==> src/ncs_pkg.sv <==
// constants and types for the network command source selector
package ncs_pkg;
  // operation source setting decode
  localparam logic [1:0] OP_SRC_NET      = 2'h0;
  localparam logic [1:0] OP_SRC_EXT      = 2'h1;
  // speed source setting decode
  localparam logic [1:0] SPD_SRC_NET     = 2'h0;
  localparam logic [1:0] SPD_SRC_EXT1    = 2'h1;
  localparam logic [1:0] SPD_SRC_EXT2    = 2'h2;
  // write permission value allowing writes while running
  localparam logic [1:0] WR_PERM_RUN     = 2'h2;
  // operation mode value with panel interlock
  localparam logic [3:0] OP_MODE_INTLK   = 4'h7;
  // input function codes
  localparam logic [6:0] FN_THERMAL      = 7'h07;
  localparam logic [6:0] FN_FIFTEEN_SPD  = 7'h08;
  localparam logic [6:0] FN_RUN_ENABLE   = 7'h0a;
  localparam logic [6:0] FN_PANEL_INTLK  = 7'h0c;
  localparam logic [6:0] FN_PID_VALID    = 7'h0e;
  localparam logic [6:0] FN_BRAKE_DONE   = 7'h0f;
  localparam logic [6:0] FN_PANEL_EXT    = 7'h10;
  localparam logic [6:0] FN_VF_SWITCH    = 7'h12;
  localparam logic [6:0] FN_OUTPUT_STOP  = 7'h18;
  localparam logic [6:0] FN_FWD_RUN      = 7'h3c;
  localparam logic [6:0] FN_REV_RUN      = 7'h3d;
  localparam logic [6:0] FN_DRIVE_RESET  = 7'h3e;
  localparam logic [6:0] FN_PANEL_NET    = 7'h41;
  localparam logic [6:0] FN_EXT_NET      = 7'h42;
  localparam logic [6:0] FN_SRC_SWITCH   = 7'h43;
  // number of input function setting slots
  localparam int         NUM_SLOTS       = 7;
  // reset values of latched sources and settings
  localparam logic       RST_OP_NET      = 1'b0;
  localparam logic       RST_SPD_NET     = 1'b0;
  localparam logic [1:0] RST_OP_SETTING  = 2'h1;
  localparam logic [1:0] RST_SPD_SETTING = 2'h1;

  // routing of one function
  typedef enum logic [1:0]
  {
    NCS_ROUTE_NONE = 2'b00,
    NCS_ROUTE_TERM = 2'b01,
    NCS_ROUTE_NET  = 2'b10,
    NCS_ROUTE_BOTH = 2'b11
  } ncs_route_t;

  // setting update state
  typedef enum logic [0:0]
  {
    NCS_ST_IDLE    = 1'b0,
    NCS_ST_PENDING = 1'b1
  } ncs_state_t;
endpackage

==> src/ncs_route_if.sv <==
// interface carrying the latched sources and the interlock mode and assignment to the route lookup
`timescale 1ns/1ps
`default_nettype none
interface ncs_route_if;
  import ncs_pkg::*;
  logic       opNet;
  logic       spdNet;
  logic       intlkMode;
  logic       intlkAssigned;
  modport src
  (
    output opNet,
    output spdNet,
    output intlkMode,
    output intlkAssigned
  );
  modport dst
  (
    input opNet,
    input spdNet,
    input intlkMode,
    input intlkAssigned
  );
endinterface
`default_nettype wire

==> src/ncs_route_lookup.sv <==
// route lookup for one input function code
`timescale 1ns/1ps
`default_nettype none
module ncs_route_lookup
  import ncs_pkg::*;
(
  input wire logic [6:0] funcCode,
  ncs_route_if.dst       src,
  output ncs_route_t     route
);
  always_comb
  begin
    route = NCS_ROUTE_TERM;
    case (funcCode)
      FN_THERMAL:
        route = NCS_ROUTE_TERM;
      FN_RUN_ENABLE, FN_PANEL_INTLK, FN_DRIVE_RESET, FN_PANEL_EXT, FN_PANEL_NET, FN_EXT_NET,
      FN_SRC_SWITCH:
        route = NCS_ROUTE_TERM;
      FN_PID_VALID, FN_FIFTEEN_SPD:
        route = src.spdNet ? NCS_ROUTE_NET : NCS_ROUTE_TERM;
      FN_BRAKE_DONE, FN_VF_SWITCH, FN_FWD_RUN, FN_REV_RUN:
        route = src.opNet ? NCS_ROUTE_NET : NCS_ROUTE_TERM;
      FN_OUTPUT_STOP:
      begin
        if (src.intlkMode)
          route = src.intlkAssigned ? NCS_ROUTE_NONE : NCS_ROUTE_TERM;
        else
          route = src.opNet ? NCS_ROUTE_BOTH : NCS_ROUTE_TERM;
      end
      default:
        route = NCS_ROUTE_NONE;
    endcase
  end
endmodule
`default_nettype wire

==> src/ncs_source_select.sv <==
// network mode command source selector top level
`timescale 1ns/1ps
`default_nettype none
module ncs_source_select
  import ncs_pkg::*;
(
  input  wire logic                 clk_sys,
  input  wire logic                 reset,
  input  wire logic                 clkEn,
  input  wire logic                 driveStopped,
  input  wire logic                 settingWrite,
  input  wire logic [1:0]           operationSourceWr,
  input  wire logic [1:0]           speedSourceWr,
  input  wire logic [1:0]           write_permission_setting,
  input  wire logic [3:0]           operation_mode_setting,
  input  wire logic [NUM_SLOTS*7-1:0] input_function_settings,
  input  wire logic [NUM_SLOTS-1:0] termIn,
  input  wire logic [NUM_SLOTS-1:0] netIn,
  input  wire logic                 netResetReq,
  output logic                      settingWriteRefused,
  output logic [1:0]                operation_source_setting,
  output logic [1:0]                speed_source_setting,
  output logic                      opNetActive,
  output logic                      spdNetActive,
  output logic                      spdTermActive,
  output logic [NUM_SLOTS-1:0]      funcActive,
  output logic                      source_switchover_in,
  output logic                      thermal_relay_in,
  output logic                      run_enable_in,
  output logic                      pu_external_interlock_in,
  output logic                      drive_reset_in,
  output logic                      pid_valid_in,
  output logic                      fifteen_speed_sel_in,
  output logic                      brake_release_done_in,
  output logic                      vf_switch_in,
  output logic                      output_stop_in,
  output logic                      fwdRunIn,
  output logic                      revRunIn,
  output logic                      panel_net_switch_in,
  output logic                      ext_net_switch_in,
  output logic                      panel_ext_switch_in
);
  // settings and pending state
  logic [1:0]  opSetting_q;
  logic [1:0]  opSetting_d;
  logic [1:0]  spdSetting_q;
  logic [1:0]  spdSetting_d;
  logic [1:0]  opPend_q;
  logic [1:0]  opPend_d;
  logic [1:0]  spdPend_q;
  logic [1:0]  spdPend_d;
  ncs_state_t  state_q;
  ncs_state_t  state_d;
  logic        refused_q;
  logic        refused_d;
  // latched effective sources
  logic        opNet_q;
  logic        opNet_d;
  logic        spdNet_q;
  logic        spdNet_d;
  // switchover and interlock assignments, switchover level
  logic        swAssigned;
  logic        swLevel;
  logic        intlkAssigned;
  logic        network_source;
  // routed outputs
  logic [NUM_SLOTS-1:0] active_d;
  logic [NUM_SLOTS-1:0] active_q;
  ncs_route_t           route [NUM_SLOTS];

  ncs_route_if routeBus ();

  // find switchover and interlock assignments
  always_comb
  begin
    swAssigned    = 1'b0;
    swLevel       = 1'b0;
    intlkAssigned = 1'b0;
    for (int i = 0; i < NUM_SLOTS; i++)
    begin
      if (input_function_settings[i*7 +: 7] == FN_SRC_SWITCH)
      begin
        swAssigned = 1'b1;
        swLevel    = swLevel | termIn[i];
      end
      if (input_function_settings[i*7 +: 7] == FN_PANEL_INTLK)
        intlkAssigned = 1'b1;
    end
  end

  // setting writes and pending application
  always_comb
  begin
    opSetting_d  = opSetting_q;
    spdSetting_d = spdSetting_q;
    opPend_d     = opPend_q;
    spdPend_d    = spdPend_q;
    state_d      = state_q;
    refused_d    = 1'b0;
    case (state_q)
      NCS_ST_IDLE:
      begin
        if (settingWrite)
        begin
          if (driveStopped)
          begin
            opSetting_d  = operationSourceWr;
            spdSetting_d = speedSourceWr;
          end
          else if (write_permission_setting == WR_PERM_RUN)
          begin
            opPend_d = operationSourceWr;
            spdPend_d = speedSourceWr;
            state_d  = NCS_ST_PENDING;
          end
          else
            refused_d = 1'b1;
        end
      end
      NCS_ST_PENDING:
      begin
        if (settingWrite && (driveStopped || write_permission_setting == WR_PERM_RUN))
        begin
          opPend_d  = operationSourceWr;
          spdPend_d = speedSourceWr;
        end
        else if (settingWrite)
          refused_d = 1'b1;
        if (driveStopped)
        begin
          opSetting_d  = settingWrite ? operationSourceWr : opPend_q;
          spdSetting_d = settingWrite ? speedSourceWr : spdPend_q;
          state_d      = NCS_ST_IDLE;
        end
      end
      default:
        state_d = NCS_ST_IDLE;
    endcase
  end

  // effective source decision, loaded only while stopped
  always_comb
  begin
    opNet_d  = opNet_q;
    spdNet_d = spdNet_q;
    if (driveStopped)
    begin
      if (swAssigned && !swLevel)
      begin
        opNet_d  = 1'b0;
        spdNet_d = 1'b0;
      end
      else
      begin
        opNet_d  = (opSetting_d == OP_SRC_NET);
        spdNet_d = (spdSetting_d == SPD_SRC_NET);
      end
    end
  end

  assign network_source = ~(swAssigned & ~swLevel);

  assign routeBus.opNet         = opNet_q;
  assign routeBus.spdNet        = spdNet_q;
  assign routeBus.intlkMode     = (operation_mode_setting == OP_MODE_INTLK);
  assign routeBus.intlkAssigned = intlkAssigned;

  // per slot routing
  for (genvar g = 0; g < NUM_SLOTS; g++)
  begin : gSlot
    ncs_route_lookup uLookup
    (
      .funcCode (input_function_settings[g*7 +: 7]),
      .src      (routeBus),
      .route    (route[g])
    );
  end

  always_comb
  begin
    for (int i = 0; i < NUM_SLOTS; i++)
    begin
      case (route[i])
        NCS_ROUTE_TERM: active_d[i] = termIn[i];
        NCS_ROUTE_NET:  active_d[i] = netIn[i];
        NCS_ROUTE_BOTH: active_d[i] = termIn[i] | netIn[i];
        NCS_ROUTE_NONE: active_d[i] = 1'b0;
        default:        active_d[i] = 1'b0;
      endcase
    end
  end

  // per function decoded outputs
  logic [14:0] fn_d;
  logic [14:0] fn_q;
  always_comb
  begin
    fn_d = '0;
    for (int i = 0; i < NUM_SLOTS; i++)
    begin
      case (input_function_settings[i*7 +: 7])
        FN_SRC_SWITCH:  fn_d[0]  = fn_d[0]  | active_d[i];
        FN_THERMAL:     fn_d[1]  = fn_d[1]  | active_d[i];
        FN_RUN_ENABLE:  fn_d[2]  = fn_d[2]  | active_d[i];
        FN_PANEL_INTLK: fn_d[3]  = fn_d[3]  | active_d[i];
        FN_DRIVE_RESET: fn_d[4]  = fn_d[4]  | active_d[i];
        FN_PID_VALID:   fn_d[5]  = fn_d[5]  | active_d[i];
        FN_FIFTEEN_SPD: fn_d[6]  = fn_d[6]  | active_d[i];
        FN_BRAKE_DONE:  fn_d[7]  = fn_d[7]  | active_d[i];
        FN_VF_SWITCH:   fn_d[8]  = fn_d[8]  | active_d[i];
        FN_OUTPUT_STOP: fn_d[9]  = fn_d[9]  | active_d[i];
        FN_FWD_RUN:     fn_d[10] = fn_d[10] | active_d[i];
        FN_REV_RUN:     fn_d[11] = fn_d[11] | active_d[i];
        FN_PANEL_NET:   fn_d[12] = fn_d[12] | active_d[i];
        FN_EXT_NET:     fn_d[13] = fn_d[13] | active_d[i];
        FN_PANEL_EXT:   fn_d[14] = fn_d[14] | active_d[i];
        default:        fn_d = fn_d;
      endcase
    end
    // network reset only while the switchover allows network
    fn_d[4] = fn_d[4] | (netResetReq & network_source);
  end

  // settings registers
  always_ff @(posedge clk_sys)
  begin
    if (reset)
    begin
      opSetting_q  <= RST_OP_SETTING;
      spdSetting_q <= RST_SPD_SETTING;
      opPend_q     <= RST_OP_SETTING;
      spdPend_q    <= RST_SPD_SETTING;
      state_q      <= NCS_ST_IDLE;
      refused_q    <= 1'b0;
    end
    else if (clkEn)
    begin
      opSetting_q  <= opSetting_d;
      spdSetting_q <= spdSetting_d;
      opPend_q     <= opPend_d;
      spdPend_q    <= spdPend_d;
      state_q      <= state_d;
      refused_q    <= refused_d;
    end
  end

  // source and routed output registers
  always_ff @(posedge clk_sys)
  begin
    if (reset)
    begin
      opNet_q      <= RST_OP_NET;
      spdNet_q     <= RST_SPD_NET;
      active_q     <= '0;
      fn_q         <= '0;
    end
    else if (clkEn)
    begin
      opNet_q      <= opNet_d;
      spdNet_q     <= spdNet_d;
      active_q     <= active_d;
      fn_q         <= fn_d;
    end
  end

  assign settingWriteRefused      = refused_q;
  assign operation_source_setting = opSetting_q;
  assign speed_source_setting     = spdSetting_q;
  assign opNetActive              = opNet_q;
  assign spdNetActive             = spdNet_q;
  assign spdTermActive            = ~spdNet_q;
  assign funcActive               = active_q;
  assign source_switchover_in     = fn_q[0];
  assign thermal_relay_in         = fn_q[1];
  assign run_enable_in            = fn_q[2];
  assign pu_external_interlock_in = fn_q[3];
  assign drive_reset_in           = fn_q[4];
  assign pid_valid_in             = fn_q[5];
  assign fifteen_speed_sel_in     = fn_q[6];
  assign brake_release_done_in    = fn_q[7];
  assign vf_switch_in             = fn_q[8];
  assign output_stop_in           = fn_q[9];
  assign fwdRunIn                 = fn_q[10];
  assign revRunIn                 = fn_q[11];
  assign panel_net_switch_in      = fn_q[12];
  assign ext_net_switch_in        = fn_q[13];
  assign panel_ext_switch_in      = fn_q[14];
endmodule
`default_nettype wire

==> config.mk <==
export PLATFORM = sky130hd
export DESIGN_NAME = ncs_source_select
export DESIGN_NICKNAME = d
export VERILOG_FILES = /design/src/ncs_pkg.sv /design/src/ncs_route_if.sv /design/src/ncs_route_lookup.sv /design/src/ncs_source_select.sv
export SDC_FILE = /design/constraint.sdc
export NUM_CORES = 1
export LEC_CHECK = 0
export CORE_MARGIN = 2
export CORE_UTILIZATION = 43
export CTS_CLUSTER_SIZE = 40
export DETAILED_ROUTE_END_ITERATION = 7
export DONT_BUFFER_PORTS = 1
export PLACE_DENSITY_LB_ADDON = 0.15
export SLEW_MARGIN = 20
export SYNTH_ARGS = -nofsm -noshare
export SYNTH_HDL_FRONTEND = slang
export SYNTH_SLANG_ARGS = --single-unit
==> constraint.sdc <==
create_clock -name clk_sys -period 2.4 [get_ports clk_sys]
set_input_delay 0.24 -clock clk_sys [delete_from_list [all_inputs] [get_ports clk_sys]]
set_output_delay 0.24 -clock clk_sys [all_outputs]
set_load 0.05 [all_outputs]
# After elaboration in Yosys (flattened, before gate mapping)

Index checks and enable logic that the tools add are counted.

Bits in registers: 34
Output and inout bits: 30

Reductions and logical operators: 36
Equal/unequal tests: 132
Muxes and demuxes: 178
Bitwise logic cells: 110

Operators by type and width:

| cell                 | number |
|---|---|
| $eq A7 B4 Y1 const B | 35 |
| $eq A7 B5 Y1 const B | 21 |
| $eq A7 B6 Y1 const B | 21 |
| $eq A7 B7 Y1 const B | 21 |
| $mux W1              | 138 |
| $or A1 B1 Y1         | 104 |
| $pmux W2 S4          | 7 |
| $reduce_or A8 Y1     | 7 |
| $eq A7 B3 Y1 const B | 7 |
| $mux W2              | 20 |
| $eq A2 B2 Y1 const B | 15 |
| $pmux W1 S4          | 7 |
| $reduce_or A4 Y1     | 7 |
| $logic_not A2 Y1     | 9 |
| $pmux W2 S2          | 4 |
| $eq A2 B1 Y1 const B | 7 |
| $reduce_or A2 Y1     | 7 |
| $ne A2 B2 Y1 const B | 3 |
| $reduce_and A5 Y1    | 1 |
| $eq A4 B3 Y1 const B | 1 |
| $not A1 Y1           | 4 |
| $pmux W1 S2          | 2 |
| $and A1 B1 Y1        | 2 |
| $logic_and A1 B1 Y1  | 2 |
| other kinds (4)      | 4 |

# Depth between registers and ports, before layout

Gate-level depths: netlist of the first run.

Depth after elaboration: 27
Depth in mapped cells: 10
Depth with buffers taken out: 8

# By module

Synthesis of the first run repeated with hierarchy kept, for this count alone.

Cell total of the unflattened synthesis: 668
Area total of the unflattened synthesis: 4629.4 µm²

Modules (own cells, without submodules):

| module            | instances | area an instance (µm²) | cells an instance | sequential area each (µm²) |
|---|---|---|---|---|
| ncs_source_select | 1         | 2930.3                 | 409               | 680.7 |
| ncs_route_lookup  | 7         | 242.7                  | 37                | 0.0 |

# Worst setup path before layout of the first run

Ideal clock, no wire load.

Kind: flip-flop to flip-flop
Start: register spdNet_q, in the netlist spdNetActive
End: register fn_q[5]
Path slack: -362 ps
Buffers on the path: 1
Arrival time: 2671 ps
Data required time: 2309 ps
Setup time: 91 ps
Clock period less this slack: 2762 ps
Cell stages (with the launch flop): 10
Cells stage by stage: dfxtp_1 > clkbuf_1 > inv_1 > nor4_2 > a31o_2 > o221ai_2 > or3_1 > o2111ai_1 > nor3_1 > a311oi_1

Word-level cells in the longest chain between the ends: 17

Ends and longest elaborated chain:

| item                                       | line                     | RTL |
|---|---|---|
| from (decl)                                | ncs_source_select.sv:59  | `logic spdNet_q;` |
| from (signal assigned)                     | ncs_source_select.sv:260 | `spdNet_q <= spdNet_d;` |
| $mux W2 *                                  | ncs_route_lookup.sv:21   | `route = src.spdNet ? NCS_ROUTE_NET : NCS_ROUTE_TERM;` |
| $pmux W2 S4                                | ncs_route_lookup.sv:14   | `case (funcCode)` |
| $eq A2 B2 Y1, or another cell as far along | ncs_source_select.sv:183 | `case (route[i])` |
| $pmux W1 S4                                | ncs_source_select.sv:183 |  |
| $mux W1                                    | ncs_source_select.sv:201 | `case (input_function_settings[i*7 +: 7])` |
| $or A1 B1 Y1                               | ncs_source_select.sv:207 | `FN_PID_VALID: fn_d[5] = fn_d[5] \| active_d[i];` |
| $mux W1                                    | ncs_source_select.sv:201 |  |
| $or A1 B1 Y1                               | ncs_source_select.sv:207 |  |
| $mux W1                                    | ncs_source_select.sv:201 |  |
| $or A1 B1 Y1                               | ncs_source_select.sv:207 |  |
| $mux W1                                    | ncs_source_select.sv:201 |  |
| $or A1 B1 Y1                               | ncs_source_select.sv:207 |  |
| $mux W1                                    | ncs_source_select.sv:201 |  |
| $or A1 B1 Y1                               | ncs_source_select.sv:207 |  |
| $mux W1                                    | ncs_source_select.sv:201 |  |
| $or A1 B1 Y1                               | ncs_source_select.sv:207 |  |
| $mux W1 *                                  | ncs_source_select.sv:201 |  |
| to (signal assigned)                       | ncs_source_select.sv:262 | `fn_q <= fn_d;` |
| to (decl)                                  | ncs_source_select.sv:195 | `logic [14:0] fn_q;` |

Mark *: on every way between the ends. The rest lies on a longest branch, timed or not.
A chain may end at the register's enable or synchronous reset.

# Worst setup path after layout of the first run

Start: input port input_function_settings[5]
End: register fn_q[13]

Word-level cells in the longest chain between the ends: 26

Ends and longest elaborated chain:

| item                                       | line                                            | RTL |
|---|---|---|
| from (decl)                                | ncs_source_select.sv:16                         | `input wire logic [NUM_SLOTS*7-1:0] input_function_settings,` |
| $eq A7 B4 Y1                               | ncs_route_lookup.sv:14, ncs_source_select.sv:86 |  |
| $mux W1 (7 in series)                      | ncs_source_select.sv:86                         | `if (input_function_settings[i*7 +: 7] == FN_PANEL_INTLK)` |
| $mux W1                                    | ncs_route_lookup.sv:27                          | `route = src.intlkAssigned ? NCS_ROUTE_NONE : NCS_ROUTE_TERM;` |
| $mux W2                                    | ncs_route_lookup.sv:26                          | `if (src.intlkMode)` |
| $pmux W2 S4                                | ncs_route_lookup.sv:14                          |  |
| $eq A2 B2 Y1, or another cell as far along | ncs_source_select.sv:183                        |  |
| $pmux W1 S4                                | ncs_source_select.sv:183                        |  |
| $mux W1                                    | ncs_source_select.sv:201                        |  |
| [... 4 more ...]                           | n/a                                             |  |
| $or A1 B1 Y1                               | ncs_source_select.sv:215                        | `FN_EXT_NET: fn_d[13] = fn_d[13] \| active_d[i];` |
| $mux W1                                    | ncs_source_select.sv:201                        |  |
| $or A1 B1 Y1                               | ncs_source_select.sv:215                        |  |
| $mux W1                                    | ncs_source_select.sv:201                        |  |
| $or A1 B1 Y1                               | ncs_source_select.sv:215                        |  |
| $mux W1                                    | ncs_source_select.sv:201                        |  |
| $or A1 B1 Y1                               | ncs_source_select.sv:215                        |  |
| $mux W1 *                                  | ncs_source_select.sv:201                        |  |

Marks and branches as above.

==> metrics.txt, run 1 <==
status=completed; multi-input logic area=3906 um^2; Lkg Pwr=2.018 nW; first-pass GRT wire length=31630 um; crit-path leading delay family=compound AO/OA/AOI/OAI gates; part of the power in registers=38.0%; final core occ=53.61%; Buf/Inv on CP=1; Max-Slew Margin vs Limit=57.96%; gpl congestion=1.038; htree depth=2; Synth Area per Inst=6.907 um^2; detailed placement HPWL=16590 um; largest stage delay on the critical path=0.57 ns; CTS root buffer=clkbuf_8; Pins Over Slew Limit=0; ant diodes=0; port bufs=0; internal cell power=0.001236 W; core area=10750 um^2; Syn. warnings=0; CP max FO=7; register area=685.7 um^2; clock tree from TritonCTS=built; Final WS setup=0.03851 ns; via count=6089; Row Count=38; antenna-violating nets left=0; Peak VDD IR=0.0002665 V; Initial Util=43.84%; distinct cell type count after synthesis=87; Post-synth EDFFs=0; worst setup path class=input pin to register; Fmax=423.5 MHz; Die H=108.7 um; Worst-path clk slew=0.08 ns; DRC=0; Top-Level Pins=109; worst slack, placed=-0.2428 ns; initial antenna violation count=0; vias per cell=6.967; worst hold-check path type=input pin to register; Mapped Cells=682; RSZ-0062 raised after global routing=yes; drt wl/cell=24.39 um; CTS max path bufs=2; clock share of power=36.1%; largest net degree at the start of global routing=55; Crit. End Element=register; Critical Path RT=2.58 ns; Nets=812; switching share of power=32.66%; Max-Cap Viols=0; Slew @ Worst Pin=0.6298 ns; most common cell after layout, fill and taps aside=buf_4; clk_skew=0.007502 ns; GRT overflow=0; Worst path depth=9; initial drt markers=745; Critical-path top delay cell=or4b_4; critical path arrival=2.54 ns; Finished Layout Cells=874; Main synth FF type=dfxtp_1; DR pass1 iterations=5; Setup-failing EPs final=0; Tmin final=2.361 ns; CP Cell Sequence=or4b_4 -> nor4_4 -> a2111o_2 -> buf_6 -> o21ai_2 -> a2111o_1 -> a21o_4 -> a32oi_1 -> a31oi_1; Area Overhead vs Synth=22.28%; Synth Net Count=761; Die X=108.7 um; Cell Pwr Density=318.6 nW/um^2; layout cells sized above 1=23.71%; post-synthesis sequential area ratio=14.45%; DIE AREA=11810 um^2; CTS buffer count=5; switching power=0.0005993 W; fin crit share=98.40%; Synth Cell Area=4711 um^2; most frequent cells in the layout=buf_4, nor2_1, nand2_1; combinational cell fraction of total power=25.9%; final hold vios=0; Seq cells post-synth=34; Placed Cells=856; Filler Cell Count=1140; clock latency on the worst-skew pair=0.30 ns; clk sinks=34; r2r worst-path depth=9; vias in the first global route=5662; CP startpoint kind=input pin; routed wire length=21320 um; Min-Delay Path Depth=1; post-synthesis async set-or-reset flop share=0%; total track usage=34.83%
==> through the flow <==
stage                     cell area, um^2  hold slack (ns)  TNS [ns]  total power [W]
after floorplan                      4732           0.3839  -0.01926         0.001067
after CTS                            5499         0.001917         0         0.001794
after global placement               5361           0.3136    -1.629         0.001144
final                                5761         0.003786         0         0.001835
after global routing                 5761        0.0002695   -0.2083         0.001892
after detailed placement             5361           0.3156    -2.104         0.001147
==> routing by layer <==
metal / vias to the layer above / global-route usage, % / routed length (um) / part of all wire, %
met2: 366 / 56.83 / 9735 / 46
met5: - / 0 / 0 / 0
met1: 2906 / 46.44 / 8696 / 41
li1: 2748 / - / - / -
met4: 0 / 11.81 / 801 / 3.8
met3: 69 / 5.918 / 2084 / 9.8
==> flip-flops by register name, summed over array words and instances, names as in the netlist <==
| register | flops |
|---|---|
| funcActive | 7 |
| spdNetActive | 1 |
| opPend_q | 2 |
| opNetActive | 1 |
| spdPend_q | 2 |
| speed_source_setting | 2 |
| state_q | 1 |
| operation_source_setting | 2 |
| settingWriteRefused | 1 |
| fn_q | 15 |
==> power by group through the flow <==
stage	sequential [W]	clock (W)	combinational [W]
final	0.000697	0.000662	0.000476
after detailed placement	0.000709	0	0.000437
after floorplan	0.000703	0	0.000365
after global placement	0.000709	0	0.000435
after global routing	0.000700	0.000681	0.000512
after CTS	0.000696	0.000659	0.000439
==> synthesized netlist by cell type (12+ instances only) <==
master    count  area, um^2
dfxtp_1      34       680.7
o21ai_0      27       135.1
nand4_1      26       162.7
nor2b_1      22       137.6
a211oi_1     12       90.09
nor3_1       27       135.1
a21oi_1      16       80.08
nand3_1      37       185.2
a31oi_1      15       93.84
inv_1        20       75.07
nand2_1      53       198.9
nand2b_1     14       87.58
clkbuf_1     44       165.2
nor2_1       78       292.8
and3_1       15       93.84
a311oi_1     14       122.6
==> layout make-up <==
class	count	area share, %
Tap cell	140	3.041
Sequential cell	34	11.90
Clock buffer	5	1.195
Clock inverter	3	1.195
Inverter	20	1.434
Timing Repair Buffer	98	13.42
Multi-Input combinational cell	574	67.81
==> what timing repair did <==
item,CTS,global route
resized for setup,0,36
hold endpoints to repair,0,4
endpoints found under the setup margin,0,11
setup buffers,0,9
hold buffers,0,1
==> final timing paths <==
check                               endpoint                        from  slack (ns)
worst max-delay path                fn_q[13]  input_function_settings[5]        0.04
worst min register to register  spdPend_q[0]                spdPend_q[0]        0.47
worst max register to register       fn_q[9]                spdNetActive        0.07
worst min-delay path                 fn_q[4]                       reset       0.004
==> cell families after synthesis <==
kind of cell,share of synthesized area [%]
buffers and inverters,6.162
muxes,1.780
adders and majority gates,0.4250
AOI/OAI and AO/OA,30.33
DFF,14.45
xor gates and xnor gates,1.116
and+or+nand+nor,45.74
Note: power is estimated with default switching activity, not from simulation.
==> run 2, diff against run 1 <==
--- a/config.mk
+++ b/config.mk
@@ -11,7 +11,9 @@
 export DETAILED_ROUTE_END_ITERATION = 7
 export DONT_BUFFER_PORTS = 1
 export PLACE_DENSITY_LB_ADDON = 0.15
+export RECOVER_POWER = 25
 export SLEW_MARGIN = 20
 export SYNTH_ARGS = -nofsm -noshare
 export SYNTH_HDL_FRONTEND = slang
+export SYNTH_HIERARCHICAL = 1
 export SYNTH_SLANG_ARGS = --single-unit
==> run 2 against run 1 <==
  * The run now ends with setup timing left
  * Area after synthesis down 1.7%
  * Sequential power about the same
  * Clock power down 31%
  * Synthesized cell count down 2.1%
  * Critical path depth up 9
  * Combinational power down 7.1%
  * Via count down 6.2%
  * Register-to-register slack worse by 0.37 ns
  * Final cell count down 2.5%
==> metrics.txt, run 2 <==
clk sinks=34 (unchanged); layout cells sized above 1=22.21% (was 23.71%); worst hold-check path type=input pin to register (unchanged); gpl congestion=1.040 (was 1.038); drt wl/cell=21.76 um (was 24.39 um); Synth Area per Inst=6.930 um^2 (was 6.907 um^2); worst setup path class=input pin to register (unchanged); Main synth FF type=dfxtp_1 (unchanged); post-synthesis async set-or-reset flop share=0% (unchanged); total track usage=30.47% (was 34.83%); Lkg Pwr=1.982 nW (was 2.018 nW); Fin Hold WS=0.01294 ns (was 0.003786 ns); Slew @ Worst Pin=0.6700 ns (was 0.6298 ns); antenna-violating nets left=0 (unchanged); routed wire length=18540 um (was 21320 um); largest net degree at the start of global routing=54 (was 55); initial antenna violation count=0 (unchanged); vias per cell=6.707 (was 6.967); clock tree from TritonCTS=built (unchanged); DIE AREA=11610 um^2 (was 11810 um^2); Max-Cap Viols=0 (unchanged); Peak VDD IR=0.0002226 V (was 0.0002665 V); Row Count=37 (was 38); detailed placement HPWL=13980 um (was 16590 um); Seq cells post-synth=34 (unchanged); Max-Slew Margin vs Limit=54.92% (was 57.96%); Nets=794 (was 812); Top-Level Pins=109 (unchanged); Worst-path clk slew=0.08 ns (about the same); largest reg by FF count=fn_q (unchanged); max reg flops=15 (unchanged); most frequent cells in the layout=nor2_1, buf_4, nand2_1, dfxtp_1, nand3_1 (was buf_4, nor2_1, nand2_1); fin crit share=123.9% (was 98.40%); first-pass GRT wire length=27890 um (was 31630 um); RSZ-0062 raised after global routing=yes (unchanged); Synth Cell Area=4629 um^2 (was 4711 um^2); Die H=107.8 um (was 108.7 um); Sum Neg Setup Slack=-7.596 ns (was 0 ns); CTS root buffer=clkbuf_8 (unchanged); Critical Path RT=2.59 ns (was 2.58 ns); Final WS setup=-0.5743 ns (was 0.03851 ns); DRC=0 (unchanged); clock latency on the worst-skew pair=0.29 ns (was 0.30 ns); Area Overhead vs Synth=23.84% (was 22.28%); clk_skew=0.01061 ns (was 0.007502 ns); Synth Net Count=747 (was 761); most common cell in the netlist=nor2_1 (unchanged); CTS max path bufs=2 (unchanged); failing checks=setup timing; Post-synth EDFFs=0 (unchanged); Setup-failing EPs final=16 (was 0); Tmin final=2.974 ns (was 2.361 ns); synth cell count leaders=nor2_1, nand2_1, nand3_1 (was nor2_1, nand2_1, clkbuf_1); Fmax=336.2 MHz (was 423.5 MHz); Die X=107.8 um (was 108.7 um); Crit. End Element=register (unchanged); initial drt markers=572 (was 745); post-synth top area share=14.70% (was 14.45%); post-synthesis sequential area ratio=14.70% (was 14.45%); core area=10370 um^2 (was 10750 um^2); Initial Util=44.64% (was 43.84%); ant diodes=0 (unchanged); status=complete, but fails checks (was completed); critical path arrival=3.17 ns (was 2.54 ns); GRT overflow=0 (unchanged); final hold vios=0 (unchanged); cell taking the most area after synthesis=dfxtp_1 (unchanged); port bufs=0 (unchanged); DR pass1 iterations=6 (was 5); Pins Over Slew Limit=0 (unchanged); htree depth=2 (unchanged); via count=5714 (was 6089); largest cells by area after synthesis=dfxtp_1, nor2_1, nand3_1, nor4b_1, nor4_1 (was dfxtp_1, nor2_1, nand2_1, nand3_1, clkbuf_1); Cell Pwr Density=278.0 nW/um^2 (was 318.6 nW/um^2); CP max FO=16 (was 7); most common cell after layout, fill and taps aside=nor2_1 (was buf_4); distinct cell type count after synthesis=66 (was 87); Syn. warnings=6 (was 0); CP startpoint kind=input pin (unchanged); vias in the first global route=5185 (was 5662); CTS buffer count=5 (unchanged); Mapped Cells=668 (was 682)
[run 2: cell types whose count changed in the layout (fill, tap and decap cells not counted), moves of 8 or more]
cell,previous run,this run
buf_4,90,62
nand2_1,51,33
nor2_1,78,95
o21ai_0,25,11
and3_1,15,2
nor4_1,8,21
nor4b_1,8,21
and2b_1,0,9
nor3b_1,11,2
nand4_1,26,18
o2bb2ai_1,0,8
o31ai_1,8,0
[run 2: cell type report]
type                    instances  area [um^2]
clock buffers                   6        82.58
repair buffers                 73        615.6
clock inverters                 2        12.51
fillers                      1011         4637
multi-input cells             582         4099
inverters                      19        71.32
well taps                     136        170.2
flip-flops and latches         34        681.9
[run 2: per-layer routing]
metal | global-route usage [%] | vias to the layer above | share of wire, %
met2 | 49.55 | 306 | 45
met1 | 39.52 | 2659 | 42
li1 | - | 2706 | -
met5 | 0 | - | 0
met4 | 7.051 | 0 | 2.8
met3 | 9.140 | 43 | 10
[run 2: what timing repair did]
| item | CTS | global route |
|---|---|---|
| hold buffers | 0 | 0 |
| setup buffers | 10 | 3 |
| pin swaps | 22 | 15 |
| resized for setup | 54 | 35 |
| endpoints found under the setup margin | 15 | 21 |
| endpoints found under the hold margin | 0 | 0 |
[run 2: critical path, stage by stage]
cell and delay (ns):
nor2_4 0.09, nand3_2 0.08, or4_4 0.43, o41ai_4 0.06, nor3_1 0.07, nand3_1 0.16, buf_6 0.14, nand2_2 0.05
a21oi_2 0.12, o21ai_1 0.07, or4_4 0.48, a22oi_2 0.28, buf_4 0.16, and4b_2 0.25, a22oi_2 0.18, nand3_1 0.09
nor3_1 0.13, nor3_1 0.07
[run 2: path summary, 6_finish.rpt]
path	from	to	slack, ns	depth (start not counted)
max	input_function_settings[35]	fn_q[13]	-0.57	18
min	reset	fn_q[12]	0.01	1
max reg2reg	opNetActive	fn_q[14]	-0.30	12
min reg2reg	spdPend_q[0]	spdPend_q[0]	0.47	1
[run 2: logic make-up (layout without fill, tap and decap cells)]
group                     after synthesis  in the layout  synth area share [%]
AOI/OAI and AO/OA                     165            165                 26.78
buffers and inverters                  52            100                 5.757
muxes                                  11             11                 2.378
xor gates and xnor gates                7              7                 1.324
DFF                                    34             34                 14.70
and+or+nand+nor                       399            399                 49.05
[run 2: where the power goes]
group	switching (W)	internal, W	leakage (nW)
Sequential	0.000103	0.000592	0.280
Clock	0.000226	0.000231	0.0472
Combinational	0.000215	0.000227	1.65
Total	0.000544	0.00105	1.98
[run 2: through the flow]
| step | power, W | util [%] | area [um^2] | worst slack (ns) | instances |
|---|---|---|---|---|---|
| after CTS | 0.001576 | 53.64 | 5563 | -0.5721 | 852 |
| after floorplan | 0.001055 | - | 4686 | -0.5476 | 668 |
| after detailed placement | 0.001105 | 50.01 | 5186 | -1.045 | 836 |
| final | 0.001594 | 55.28 | 5733 | -0.5743 | 852 |
| after global routing | 0.001661 | 55.28 | 5733 | -0.7125 | 852 |
| after global placement | 0.001101 | 50.01 | 5186 | -1.090 | 836 |
